`src/hdl/adcs_pkg.sv`:
```
// constants and types shared by the converter sequence control
package adcs_pkg;
	// ------------------------------------------------------------
	// widths
	// ------------------------------------------------------------
	localparam int unsigned ADDR_W = 6;
	localparam int unsigned DATA_W = 32;
	localparam int unsigned REG_W = 16;
	localparam int unsigned RES_W = 10;
	localparam int unsigned BUF_DEPTH = 32;
	localparam int unsigned IDX_W = 5;
	localparam int unsigned SCAN_W = 16;
	localparam int unsigned SCAN_IDX_W = 4;
	localparam int unsigned IRQ_W = 2;
	// ------------------------------------------------------------
	// register word indices (byte address = 4 * index)
	// ------------------------------------------------------------
	localparam logic [5:0] IDX_CTRL_A = 6'h00;
	localparam logic [5:0] IDX_CTRL_B = 6'h01;
	localparam logic [5:0] IDX_CTRL_C = 6'h02;
	localparam logic [5:0] IDX_INSEL = 6'h03;
	localparam logic [5:0] IDX_SCAN = 6'h04;
	localparam logic [5:0] IDX_IRQ_STAT = 6'h05;
	localparam logic [5:0] IDX_IRQ_MASK = 6'h06;
	localparam logic [5:0] IDX_BUF_BASE = 6'h20;
	// ------------------------------------------------------------
	// field positions and writable masks
	// ------------------------------------------------------------
	localparam int unsigned A_ON = 15;
	localparam int unsigned A_FMT = 8;
	localparam int unsigned A_TRIG = 5;
	localparam int unsigned A_ASTART = 2;
	localparam int unsigned A_SENA = 1;
	localparam int unsigned A_DONE = 0;
	localparam int unsigned B_REF = 13;
	localparam int unsigned B_SCAN = 10;
	localparam int unsigned B_FILL = 7;
	localparam int unsigned B_SEQ = 2;
	localparam int unsigned B_SPLIT = 1;
	localparam int unsigned B_ALT = 0;
	localparam int unsigned C_STIME = 8;
	localparam int unsigned C_DIV = 0;
	localparam int unsigned INSEL_A = 0;
	localparam int unsigned INSEL_B = 8;
	localparam logic [15:0] CTRL_A_WMASK = 16'ha3e4;
	localparam logic [15:0] CTRL_B_WMASK = 16'he47f;
	localparam logic [15:0] CTRL_C_WMASK = 16'h1fff;
	localparam logic [15:0] INSEL_WMASK = 16'h1f1f;
	localparam logic [15:0] REG_RESET = 16'h0000;
	// ------------------------------------------------------------
	// codes
	// ------------------------------------------------------------
	localparam logic [2:0] TRIG_MANUAL = 3'h0;
	localparam logic [2:0] TRIG_TIMER = 3'h4;
	localparam logic [2:0] TRIG_CMU = 3'h6;
	localparam logic [2:0] TRIG_AUTO = 3'h7;
	localparam logic [2:0] REF_EXT_POS = 3'h1;
	localparam logic [2:0] REF_EXT_NEG = 3'h2;
	localparam logic [2:0] REF_EXT_BOTH = 3'h3;
	localparam logic [1:0] FMT_SINT = 2'h1;
	localparam logic [1:0] FMT_FRAC = 2'h2;
	localparam logic [1:0] FMT_SFRAC = 2'h3;
	localparam int unsigned IRQ_SEQ = 0;
	localparam int unsigned IRQ_DONE = 1;
	typedef enum logic [2:0] {
		ST_IDLE = 3'b001,
		ST_SAMPLE = 3'b010,
		ST_CONVERT = 3'b100
	} adcs_state_t;
endpackage : adcs_pkg

```
`src/hdl/adcs_result_store.sv`:
```
// 32-word result store, emptied while the converter is off
`timescale 1ns/1ps
module adcs_result_store (
	input wire logic clk_i, // system clock
	input wire logic arst_n_i, // async reset, active low
	input wire logic clear_i, // wipe all words
	input wire logic wr_en_i, // store a result
	input wire logic [adcs_pkg::IDX_W-1:0] wr_idx_i, // word written
	input wire logic [adcs_pkg::RES_W-1:0] wr_data_i, // raw result
	input wire logic [adcs_pkg::IDX_W-1:0] rd_idx_i, // word read
	output logic [adcs_pkg::RES_W-1:0] rd_data_o // raw word
);
	logic [adcs_pkg::RES_W-1:0] mem [adcs_pkg::BUF_DEPTH];

	always_ff @(posedge clk_i or negedge arst_n_i) begin
		if (!arst_n_i) begin
			for (int i = 0; i < adcs_pkg::BUF_DEPTH; i++) begin
				mem[i] <= '0;
			end
		end else if (clear_i) begin
			for (int i = 0; i < adcs_pkg::BUF_DEPTH; i++) begin
				mem[i] <= '0;
			end
		end else if (wr_en_i) begin
			mem[wr_idx_i] <= wr_data_i;
		end
	end

	assign rd_data_o = mem[rd_idx_i];
endmodule : adcs_result_store

```
`src/hdl/adcs_sticky_bit.sv`:
```
// one sticky event bit, set wins over clear
`timescale 1ns/1ps
module adcs_sticky_bit #(
	parameter logic RESET_VAL = 1'b0
) (
	input wire logic clk_i, // system clock
	input wire logic arst_n_i, // async reset, active low
	input wire logic set_i, // event pulse
	input wire logic clr_i, // write-one-to-clear pulse
	output logic q_o // sticky state
);
	always_ff @(posedge clk_i or negedge arst_n_i) begin
		if (!arst_n_i) begin
			q_o <= RESET_VAL;
		end else if (set_i) begin
			q_o <= 1'b1;
		end else if (clr_i) begin
			q_o <= 1'b0;
		end
	end
endmodule : adcs_sticky_bit

```
`src/hdl/adcs_top.sv`:
```
// converter sequence control with avalon-mm register slave
// Functional notes
// - reference code picks upper/lower references; 1xx acts like 000.
// - control b bits 12-11, 9-8 read zero and ignore writes.
// - scan enable steps mux a positive input through enabled scan inputs.
// - fill-half flag is read-only hardware state, meaningful in split mode.
// - fill-half 1 means converter fills words 10-1f, else 00-0f.
// - interrupt raised after every (n+1)th sample/convert sequence.
// - split mode: two 16-word halves; otherwise one 32-word buffer.
// - alternate mode: first sample mux a, then b and a alternate.
// - result buffer contents are dropped once module-on is cleared.
// - trigger 100 ends sampling on timer, 110 on measurement event.
// - auto-sample time spans 0 to 31 conversion clock periods.
`timescale 1ns/1ps
module adcs_top (
	input wire logic clk_i, // 10 mhz system clock
	input wire logic arst_n_i, // async reset, active low
	input wire logic [adcs_pkg::ADDR_W-1:0] avs_address_i, // word index
	input wire logic avs_read_i, // read request
	input wire logic avs_write_i, // write request
	input wire logic [adcs_pkg::DATA_W-1:0] avs_writedata_i, // write data
	input wire logic [3:0] avs_byteenable_i, // byte lanes
	output logic [adcs_pkg::DATA_W-1:0] avs_readdata_o, // read data
	output logic avs_waitrequest_o, // stall
	input wire logic timer_evt_i, // timer compare pulse
	input wire logic cmu_evt_i, // measurement unit pulse
	input wire logic conv_done_i, // analog conversion finished
	input wire logic [adcs_pkg::RES_W-1:0] conv_data_i, // raw result
	output logic sample_o, // sample/hold tracking
	output logic convert_start_o, // start conversion pulse
	output logic [4:0] ch0_pos_sel_o, // positive input select
	output logic ref_pos_ext_o, // upper ref from external pin
	output logic ref_neg_ext_o, // lower ref from external pin
	output logic irq_o // level interrupt
);
	// ------------------------------------------------------------
	// registers and fields
	// ------------------------------------------------------------
	logic [15:0] ctrl_a, ctrl_b, ctrl_c, insel, scan_mask, irq_mask;
	logic sample_enable, conv_done_flag, fill_half_flag;
	logic [adcs_pkg::IRQ_W-1:0] irq_stat, irq_set, irq_clr;
	logic ack, wr_acc, end_sample, start_conv, conv_fin, seq_irq;
	logic use_b, cclk_tick, stime_hit;
	logic [7:0] div_cnt;
	logic [4:0] stime_cnt, seq_cnt, wr_off, buf_wr_idx, next_ch0_sel;
	logic [3:0] scan_pos;
	logic [15:0] wmask, reg_rd;
	logic [adcs_pkg::RES_W-1:0] buf_rd;
	adcs_pkg::adcs_state_t state, next_state;

	wire module_on = ctrl_a[adcs_pkg::A_ON];
	wire [1:0] out_format = ctrl_a[adcs_pkg::A_FMT +: 2];
	wire [2:0] trigger_source = ctrl_a[adcs_pkg::A_TRIG +: 3];
	wire auto_sample_start = ctrl_a[adcs_pkg::A_ASTART];
	wire [2:0] reference_select = ctrl_b[adcs_pkg::B_REF +: 3];
	wire scan_inputs_enable = ctrl_b[adcs_pkg::B_SCAN];
	wire [4:0] sequences_per_irq = ctrl_b[adcs_pkg::B_SEQ +: 5];
	wire split_buffer_mode = ctrl_b[adcs_pkg::B_SPLIT];
	wire alternate_mux_mode = ctrl_b[adcs_pkg::B_ALT];
	wire [4:0] auto_sample_time = ctrl_c[adcs_pkg::C_STIME +: 5];
	wire [7:0] clk_div = ctrl_c[adcs_pkg::C_DIV +: 8];
	wire [4:0] mux_a_sel = insel[adcs_pkg::INSEL_A +: 5];
	wire [4:0] mux_b_sel = insel[adcs_pkg::INSEL_B +: 5];

	// next enabled scan input after p, wrapping; p when none enabled
	function automatic logic [3:0] next_scan(input logic [15:0] m, input logic [3:0] p);
		logic [3:0] r;
		logic found;
		logic [3:0] k;
		r = p;
		found = 1'b0;
		for (int i = 1; i <= adcs_pkg::SCAN_W; i++) begin
			k = p + 4'(i);
			if (!found && m[k]) begin
				r = k;
				found = 1'b1;
			end
		end
		return r;
	endfunction : next_scan

	// ------------------------------------------------------------
	// avalon-mm slave, one wait cycle per access
	// ------------------------------------------------------------
	assign avs_waitrequest_o = (avs_read_i | avs_write_i) & ~ack;
	assign wr_acc = avs_write_i & ack;
	assign wmask = {{8{avs_byteenable_i[1]}}, {8{avs_byteenable_i[0]}}};

	always_ff @(posedge clk_i or negedge arst_n_i) begin
		if (!arst_n_i) begin
			ack <= 1'b0;
		end else begin
			ack <= (avs_read_i | avs_write_i) & ~ack;
		end
	end

	always_ff @(posedge clk_i or negedge arst_n_i) begin
		if (!arst_n_i) begin
			ctrl_a <= adcs_pkg::REG_RESET;
			ctrl_b <= adcs_pkg::REG_RESET;
			ctrl_c <= adcs_pkg::REG_RESET;
			insel <= adcs_pkg::REG_RESET;
			scan_mask <= adcs_pkg::REG_RESET;
			irq_mask <= adcs_pkg::REG_RESET;
		end else if (wr_acc) begin
			case (avs_address_i)
				adcs_pkg::IDX_CTRL_A: begin
					ctrl_a <= (ctrl_a & ~(wmask & adcs_pkg::CTRL_A_WMASK))
						| (avs_writedata_i[15:0] & wmask & adcs_pkg::CTRL_A_WMASK);
				end
				adcs_pkg::IDX_CTRL_B: begin
					ctrl_b <= (ctrl_b & ~(wmask & adcs_pkg::CTRL_B_WMASK))
						| (avs_writedata_i[15:0] & wmask & adcs_pkg::CTRL_B_WMASK);
				end
				adcs_pkg::IDX_CTRL_C: begin
					ctrl_c <= (ctrl_c & ~(wmask & adcs_pkg::CTRL_C_WMASK))
						| (avs_writedata_i[15:0] & wmask & adcs_pkg::CTRL_C_WMASK);
				end
				adcs_pkg::IDX_INSEL: begin
					insel <= (insel & ~(wmask & adcs_pkg::INSEL_WMASK))
						| (avs_writedata_i[15:0] & wmask & adcs_pkg::INSEL_WMASK);
				end
				adcs_pkg::IDX_SCAN: begin
					scan_mask <= (scan_mask & ~wmask) | (avs_writedata_i[15:0] & wmask);
				end
				adcs_pkg::IDX_IRQ_MASK: begin
					irq_mask <= (irq_mask & ~wmask) | (avs_writedata_i[15:0] & wmask);
				end
				default: begin
				end
			endcase
		end
	end

	// ------------------------------------------------------------
	// read path with output format
	// ------------------------------------------------------------
	always_comb begin
		reg_rd = '0;
		case (avs_address_i)
			adcs_pkg::IDX_CTRL_A: begin
				reg_rd = ctrl_a;
				reg_rd[adcs_pkg::A_SENA] = sample_enable;
				reg_rd[adcs_pkg::A_DONE] = conv_done_flag;
			end
			adcs_pkg::IDX_CTRL_B: begin
				reg_rd = ctrl_b;
				reg_rd[adcs_pkg::B_FILL] = fill_half_flag;
			end
			adcs_pkg::IDX_CTRL_C: reg_rd = ctrl_c;
			adcs_pkg::IDX_INSEL: reg_rd = insel;
			adcs_pkg::IDX_SCAN: reg_rd = scan_mask;
			adcs_pkg::IDX_IRQ_STAT: reg_rd = 16'(irq_stat);
			adcs_pkg::IDX_IRQ_MASK: reg_rd = irq_mask;
			default: begin
				if (avs_address_i >= adcs_pkg::IDX_BUF_BASE) begin
					case (out_format)
						adcs_pkg::FMT_SINT: reg_rd = {{7{~buf_rd[9]}}, buf_rd[8:0]};
						adcs_pkg::FMT_FRAC: reg_rd = {buf_rd, 6'h00};
						adcs_pkg::FMT_SFRAC: reg_rd = {~buf_rd[9], buf_rd[8:0], 6'h00};
						default: reg_rd = 16'(buf_rd);
					endcase
				end
			end
		endcase
	end

	always_ff @(posedge clk_i or negedge arst_n_i) begin
		if (!arst_n_i) begin
			avs_readdata_o <= '0;
		end else if (avs_read_i && !ack) begin
			avs_readdata_o <= 32'(reg_rd);
		end
	end

	// ------------------------------------------------------------
	// sampling timer in conversion clock periods
	// ------------------------------------------------------------
	assign cclk_tick = (div_cnt == clk_div);
	assign stime_hit = (stime_cnt >= auto_sample_time);

	always_ff @(posedge clk_i or negedge arst_n_i) begin
		if (!arst_n_i) begin
			div_cnt <= '0;
			stime_cnt <= '0;
		end else if (state != adcs_pkg::ST_SAMPLE) begin
			div_cnt <= '0;
			stime_cnt <= '0;
		end else if (cclk_tick) begin
			div_cnt <= '0;
			if (!stime_hit) begin
				stime_cnt <= stime_cnt + 5'h01;
			end
		end else begin
			div_cnt <= div_cnt + 8'h01;
		end
	end

	// ------------------------------------------------------------
	// sample/convert sequencer
	// ------------------------------------------------------------
	// trigger selection
	always_comb begin
		case (trigger_source)
			adcs_pkg::TRIG_MANUAL: end_sample = ~sample_enable;
			adcs_pkg::TRIG_TIMER: end_sample = timer_evt_i;
			adcs_pkg::TRIG_CMU: end_sample = cmu_evt_i;
			adcs_pkg::TRIG_AUTO: end_sample = stime_hit;
			default: end_sample = 1'b0;
		endcase
	end

	assign start_conv = module_on && (state == adcs_pkg::ST_SAMPLE) && end_sample;
	assign conv_fin = module_on && (state == adcs_pkg::ST_CONVERT) && conv_done_i;
	assign seq_irq = conv_fin && (seq_cnt == sequences_per_irq);

	always_comb begin
		next_state = state;
		case (state)
			adcs_pkg::ST_IDLE: begin
				if (module_on && sample_enable) begin
					next_state = adcs_pkg::ST_SAMPLE;
				end
			end
			adcs_pkg::ST_SAMPLE: begin
				if (!module_on) begin
					next_state = adcs_pkg::ST_IDLE;
				end else if (end_sample) begin
					next_state = adcs_pkg::ST_CONVERT;
				end
			end
			adcs_pkg::ST_CONVERT: begin
				if (!module_on || conv_done_i) begin
					next_state = adcs_pkg::ST_IDLE;
				end
			end
			default: next_state = adcs_pkg::ST_IDLE;
		endcase
	end

	always_ff @(posedge clk_i or negedge arst_n_i) begin
		if (!arst_n_i) begin
			state <= adcs_pkg::ST_IDLE;
		end else begin
			state <= next_state;
		end
	end

	// hardware set/clear beats a software write in the same cycle
	always_ff @(posedge clk_i or negedge arst_n_i) begin
		if (!arst_n_i) begin
			sample_enable <= 1'b0;
		end else if (!module_on) begin
			sample_enable <= 1'b0;
		end else if (conv_fin && auto_sample_start) begin
			sample_enable <= 1'b1;
		end else if (start_conv) begin
			sample_enable <= 1'b0;
		end else if (wr_acc && avs_address_i == adcs_pkg::IDX_CTRL_A && avs_byteenable_i[0]) begin
			sample_enable <= avs_writedata_i[adcs_pkg::A_SENA];
		end
	end

	always_ff @(posedge clk_i or negedge arst_n_i) begin
		if (!arst_n_i) begin
			conv_done_flag <= 1'b0;
		end else if (conv_fin) begin
			conv_done_flag <= 1'b1;
		end else if (start_conv) begin
			conv_done_flag <= 1'b0;
		end
	end

	always_ff @(posedge clk_i or negedge arst_n_i) begin
		if (!arst_n_i) begin
			convert_start_o <= 1'b0;
		end else begin
			convert_start_o <= start_conv;
		end
	end
	assign sample_o = (state == adcs_pkg::ST_SAMPLE);

	// ------------------------------------------------------------
	// buffer pointer, sequence count, input selection
	// ------------------------------------------------------------
	// split halves follow the fill flag
	assign buf_wr_idx = split_buffer_mode ? {fill_half_flag, wr_off[3:0]} : wr_off;

	always_ff @(posedge clk_i or negedge arst_n_i) begin
		if (!arst_n_i) begin
			wr_off <= '0;
			seq_cnt <= '0;
			fill_half_flag <= 1'b0;
		end else if (!module_on) begin
			wr_off <= '0;
			seq_cnt <= '0;
			fill_half_flag <= 1'b0;
		end else if (seq_irq) begin
			wr_off <= '0;
			seq_cnt <= '0;
			fill_half_flag <= split_buffer_mode ? ~fill_half_flag : 1'b0;
		end else if (conv_fin) begin
			wr_off <= wr_off + 5'h01;
			seq_cnt <= seq_cnt + 5'h01;
		end
	end

	always_ff @(posedge clk_i or negedge arst_n_i) begin
		if (!arst_n_i) begin
			use_b <= 1'b0;
			scan_pos <= '0;
		end else if (!module_on || seq_irq) begin
			use_b <= 1'b0;
			scan_pos <= next_scan(scan_mask, 4'hf);
		end else if (conv_fin) begin
			use_b <= alternate_mux_mode & ~use_b;
			if (!use_b) begin
				scan_pos <= next_scan(scan_mask, scan_pos);
			end
		end
	end

	always_comb begin
		if (use_b) begin
			next_ch0_sel = mux_b_sel;
		end else if (scan_inputs_enable) begin
			next_ch0_sel = {1'b0, scan_pos};
		end else begin
			next_ch0_sel = mux_a_sel;
		end
	end

	always_ff @(posedge clk_i or negedge arst_n_i) begin
		if (!arst_n_i) begin
			ch0_pos_sel_o <= '0;
			ref_pos_ext_o <= 1'b0;
			ref_neg_ext_o <= 1'b0;
		end else begin
			ch0_pos_sel_o <= next_ch0_sel;
			ref_pos_ext_o <= (reference_select == adcs_pkg::REF_EXT_POS)
				|| (reference_select == adcs_pkg::REF_EXT_BOTH);
			ref_neg_ext_o <= (reference_select == adcs_pkg::REF_EXT_NEG)
				|| (reference_select == adcs_pkg::REF_EXT_BOTH);
		end
	end

	adcs_result_store u_store (
		.clk_i(clk_i),
		.arst_n_i(arst_n_i),
		.clear_i(!module_on),
		.wr_en_i(conv_fin),
		.wr_idx_i(buf_wr_idx),
		.wr_data_i(conv_data_i),
		.rd_idx_i(avs_address_i[adcs_pkg::IDX_W-1:0]),
		.rd_data_o(buf_rd)
	);

	// ------------------------------------------------------------
	// interrupt status, write one to clear
	// ------------------------------------------------------------
	assign irq_set = {conv_fin, seq_irq};
	assign irq_clr = (wr_acc && avs_address_i == adcs_pkg::IDX_IRQ_STAT && avs_byteenable_i[0])
		? avs_writedata_i[adcs_pkg::IRQ_W-1:0] : '0;

	for (genvar g = 0; g < adcs_pkg::IRQ_W; g++) begin : g_irq
		adcs_sticky_bit #(.RESET_VAL(1'b0)) u_bit (
			.clk_i(clk_i),
			.arst_n_i(arst_n_i),
			.set_i(irq_set[g]),
			.clr_i(irq_clr[g]),
			.q_o(irq_stat[g])
		);
	end

	assign irq_o = |(irq_stat & irq_mask[adcs_pkg::IRQ_W-1:0]);
endmodule : adcs_top
```
`config.mk`:
```
export PLATFORM = sky130hd
export DESIGN_NAME = adcs_top
export DESIGN_NICKNAME = d
export VERILOG_FILES = /design/src/hdl/adcs_pkg.sv /design/src/hdl/adcs_result_store.sv /design/src/hdl/adcs_sticky_bit.sv /design/src/hdl/adcs_top.sv
export SDC_FILE = /design/constraint.sdc
export NUM_CORES = 1
export LEC_CHECK = 0
export ABC_AREA = 1
export BUFFER_PORTS_ARGS = -buffer_cell sky130_fd_sc_hd__buf_2
export CORE_ASPECT_RATIO = 1.2
export CORE_MARGIN = 2
export CORE_UTILIZATION = 30
export CTS_CLUSTER_DIAMETER = 100
export CTS_CLUSTER_SIZE = 25
export DETAILED_ROUTE_END_ITERATION = 8
export HOLD_SLACK_MARGIN = 0.02
export PLACE_DENSITY_LB_ADDON = 0.08
export SYNTH_ARGS = -nofsm -noshare
export SYNTH_HDL_FRONTEND = slang
export SYNTH_SLANG_ARGS = --single-unit
export TNS_END_PERCENT = 20
```
`constraint.sdc`:
```
create_clock -name clk_i -period 4.3 [get_ports clk_i]
set_input_delay 0.43 -clock clk_i [delete_from_list [all_inputs] [get_ports clk_i]]
set_output_delay 0.43 -clock clk_i [all_outputs]
set_load 0.03 [all_outputs]
```
==> key figures <==
Outcome
  – Status: complete, no violations

Logic synthesis
  – Ys async rst share: 1.00
  – Post-synth cell types: 60
  – Post-synth top area share: 0.506
  – Mapped Area: 22500 um2
  – Synth area leaders: dfrtp_1 (51%), nand2_1 (7.2%), o21ai_0 (6.7%), nand3_1 (6.4%), o22ai_1 (5.9%)
  – Ys flop type: dfrtp_1
  – Seq/Total Area, Yosys: 0.507
  – Post-synth EDFFs: 0
  – Synth area leader: dfrtp_1
  – Synth Instances: 2653
  – Synthesis Warnings: 0
  – Post-Syn Area per Cell: 8.47 um2
  – Flops & latches, synth: 455

Place
  – DP Cell Count: 3647
  – Dpl hpwl: 54900 um
  – Gpl congestion: 0.883
  – Port Buf Inserts: 67

Timing
  – Fin. max-slew vios: 0
  – Unrepaired setup endpoints after global routing: false
  – Hold Fails Final Rpt: 0
  – Slew headroom: 0.241
  – FMAX: 276 MHz
  – Hold slack: 0.0607 ns
  – Slew @ Worst Pin: 1.11 ns
  – Fin Setup TNS: 0 ns
  – Part of the cycle the worst path needs: 0.841
  – Min Tclk post-route: 3.62 ns
  – Skew final: 0.0357 ns
  – Final setup fails: 0

CTS
  – CTS sink cnt: 455
  – Root buffer cell: clkbuf_16
  – CTS clk-pin slew, worst paths: 0.10 ns
  – H-tree levels: 1
  – TritonCTS clock tree: yes
  – Clk_lat worst skew: 0.61 ns
  – Hold Buf Count CTS: 2
  – CTS buffer count: 25
  – Setup Buffers After CTS: 0
  – Post_cts resized: 0
  – Clock Path Buffers: 3

Pwr
  – Clock power frac: 0.267
  – Int Power: 6470 uW
  – Gate power share: 0.309
  – Peak VDD IR: 314 uV
  – Switching power: 4030 uW
  – Sequential power share: 0.425
  – Switching part of the total: 0.384
  – Pwr dens: 421 nW/um2
  – LEAKAGE: 0.0105 uW

Floorplan
  – Die height: 304 um
  – Die footprint: 77100 um2
  – # IOs: 102
  – Core Box Area: 73900 um2
  – Die Width: 254 um
  – Initial Util: 0.304
  – Site row count: 109

Cells and area
  – Area grow syn2layout: 11.1%
  – Final cell count without fillers: 3691
  – Nets: 2756
  – Share of cells above drive strength 1: 0.0918
  – Fillers: 7812
  – Ant diodes: 0
  – Most frequent cells in the layout: dfrtp_1 (453), nand2_1 (430), o21ai_0 (303), inv_1 (299), nand3_1 (286)
  – Commonest non-fill, non-tap cell in the layout: dfrtp_1

GRT
  – Maximum number of pins on one net before global-route repair: 171
  – Gr usage total: 0.210
  – Wire length of the first global-routing pass: 124000 um
  – Antenna violations before repair: 2
  – Vias in the first global route: 19200
  – Residual overflow from global routing: 0

Routing
  – Met2 wire len: 40100 um
  – Met1 WL: 36200 um
  – ANT nets after route: 0
  – Vias per cell: 5.28
  – Detailed Routing Iterations Pass 1: 7
  – Routed met3 length: 3220 um
  – Starting DRT DRC Count: 1620
  – Drt wl/cell: 22.2 um
  – Max layer used: met5
  – DRC viols: 0
  – Final wirelength: 81800 um
  – DR vias: 19500

Critical path
  – CP Data Arrival Time: 4.10 ns
  – Reg2Reg Setup Slack: 0.68 ns
  – Crit Path Max Fanout: 19
  – RR Startpoint: scan_pos[0]
  – WS Path Type: register to register
  – Crit. End Element: register
  – Most used cell, CP: nand3_1
  – Worst R2R End: scan_pos[0]
  – CP peak stage delay: 0.39 ns
  – Reg2Reg Depth: 20
  – Worst setup SP type: register
  – Max stage delay cell, worst path: dfrtp_1
  – Crit-path cells: inv_2 -> ha_1 -> inv_1 -> nand3_1 -> nand3_1 -> nand3_1 -> nand2_2 -> nand3_4 -> nor2_4 -> nand3_2 -> nor3_4 -> nand4_4 -> nor2_8 -> o31ai_1 -> nand4_2 -> nand2_1 -> clkinv_1 -> nand3_1 -> nand2_1 -> o21ai_1
  – Critical Path RT: 4.78 ns

Job
  – Max-cap viol count: 0

Min path
  – Hold Path Class: input pin to register
  – HP Start: avs_writedata_i[5]
  – Hold Path Depth: 3
critical path, delay by kind of cell, from the launching register on:
family / cells / cell delay [ns]
simple gates: 14 / 1.87
buf+inv: 3 / 0.75
flops: 1 / 0.39
fa+ha+maj: 1 / 0.33
compound gates: 2 / 0.17
routing by layer:
metal  vias up  GRT usage
li1       9195          -
met1      9721      0.287
met2       476      0.354
met3       100     0.0209
met4         2     0.0566
met5         -          0
worst max path at each step:
stage | end | slack (ns) | from
after floorplan | scan_pos[0] | 1.21 | scan_pos[1]
after global placement | scan_pos[0] | 0.72 | scan_pos[0]
after detailed placement | scan_pos[0] | 0.68 | scan_pos[0]
after CTS | scan_pos[0] | 0.67 | scan_pos[0]
after global routing | scan_pos[1] | 0.19 | scan_pos[0]
final | scan_pos[0] | 0.68 | scan_pos[0]
cells by family after synthesis:
| family | Yosys count | share of synthesized area |
|---|---|---|
| and+or+nand+nor | 904 | 0.181 |
| DFF | 455 | 0.507 |
| AOI/OAI and AO/OA | 754 | 0.203 |
| adders and majority gates | 20 | 0.0111 |
| other | 1 | 0.000167 |
| buffers and inverters | 492 | 0.0874 |
| xor gates and xnor gates | 27 | 0.0109 |
Yosys cell counts, drive strengths merged (2+ instances only):
cell and number:
or2 3, o311ai 4, xor2 16, nand3 296, ha 20, a22oi 7
nor3 18, a31oi 8, o21ai 308, nor2 116, nand3b 3, o21a 3
o31ai 4, buf 53, and3 3, a221oi 42, o211ai 47, nand2 448
inv 309, clkinv 8, a21oi 65, nor4 4, xnor2 11, dfrtp 454
a2111oi 5, o2111ai 38, a21boi 3, nand4 12, a211oi 2, clkbuf 122
o22ai 213
power by group through the flow:
stage	sequential, uW	combinational (uW)	clock [uW]
2_1_floorplan	4580	2230	0
3_3_place_gp	4540	3260	0
3_5_place_dp	4540	3240	0
4_1_cts	4460	3260	2930
5_1_grt	4470	3650	3070
6_report	4460	3240	2800
final cells by class:
| class | count | area, um2 | area share |
|---|---|---|---|
| Clock inverter | 12 | 161 | 0.00647 |
| Multi-Input combinational cell | 1721 | 9200 | 0.369 |
| Inverter | 317 | 1190 | 0.0477 |
| Clock buffer | 30 | 644 | 0.0258 |
| Timing Repair Buffer | 157 | 1130 | 0.0451 |
| Sequential cell | 455 | 11400 | 0.456 |
| Tap cell | 999 | 1250 | 0.0501 |
metrics by stage:
step                power (uW)  instance area (um2)  setup WS, ns   util
floorplan                 6810                22500          1.21      -
global route             11200                25000         0.188  0.338
finish                   10500                25000         0.683  0.338
global placement          7800                24100         0.718  0.327
CTS                      10600                25000         0.667  0.338
detailed placement        7790                24100         0.680  0.327
No activity file was read; power rests on OpenSTA's default activity.
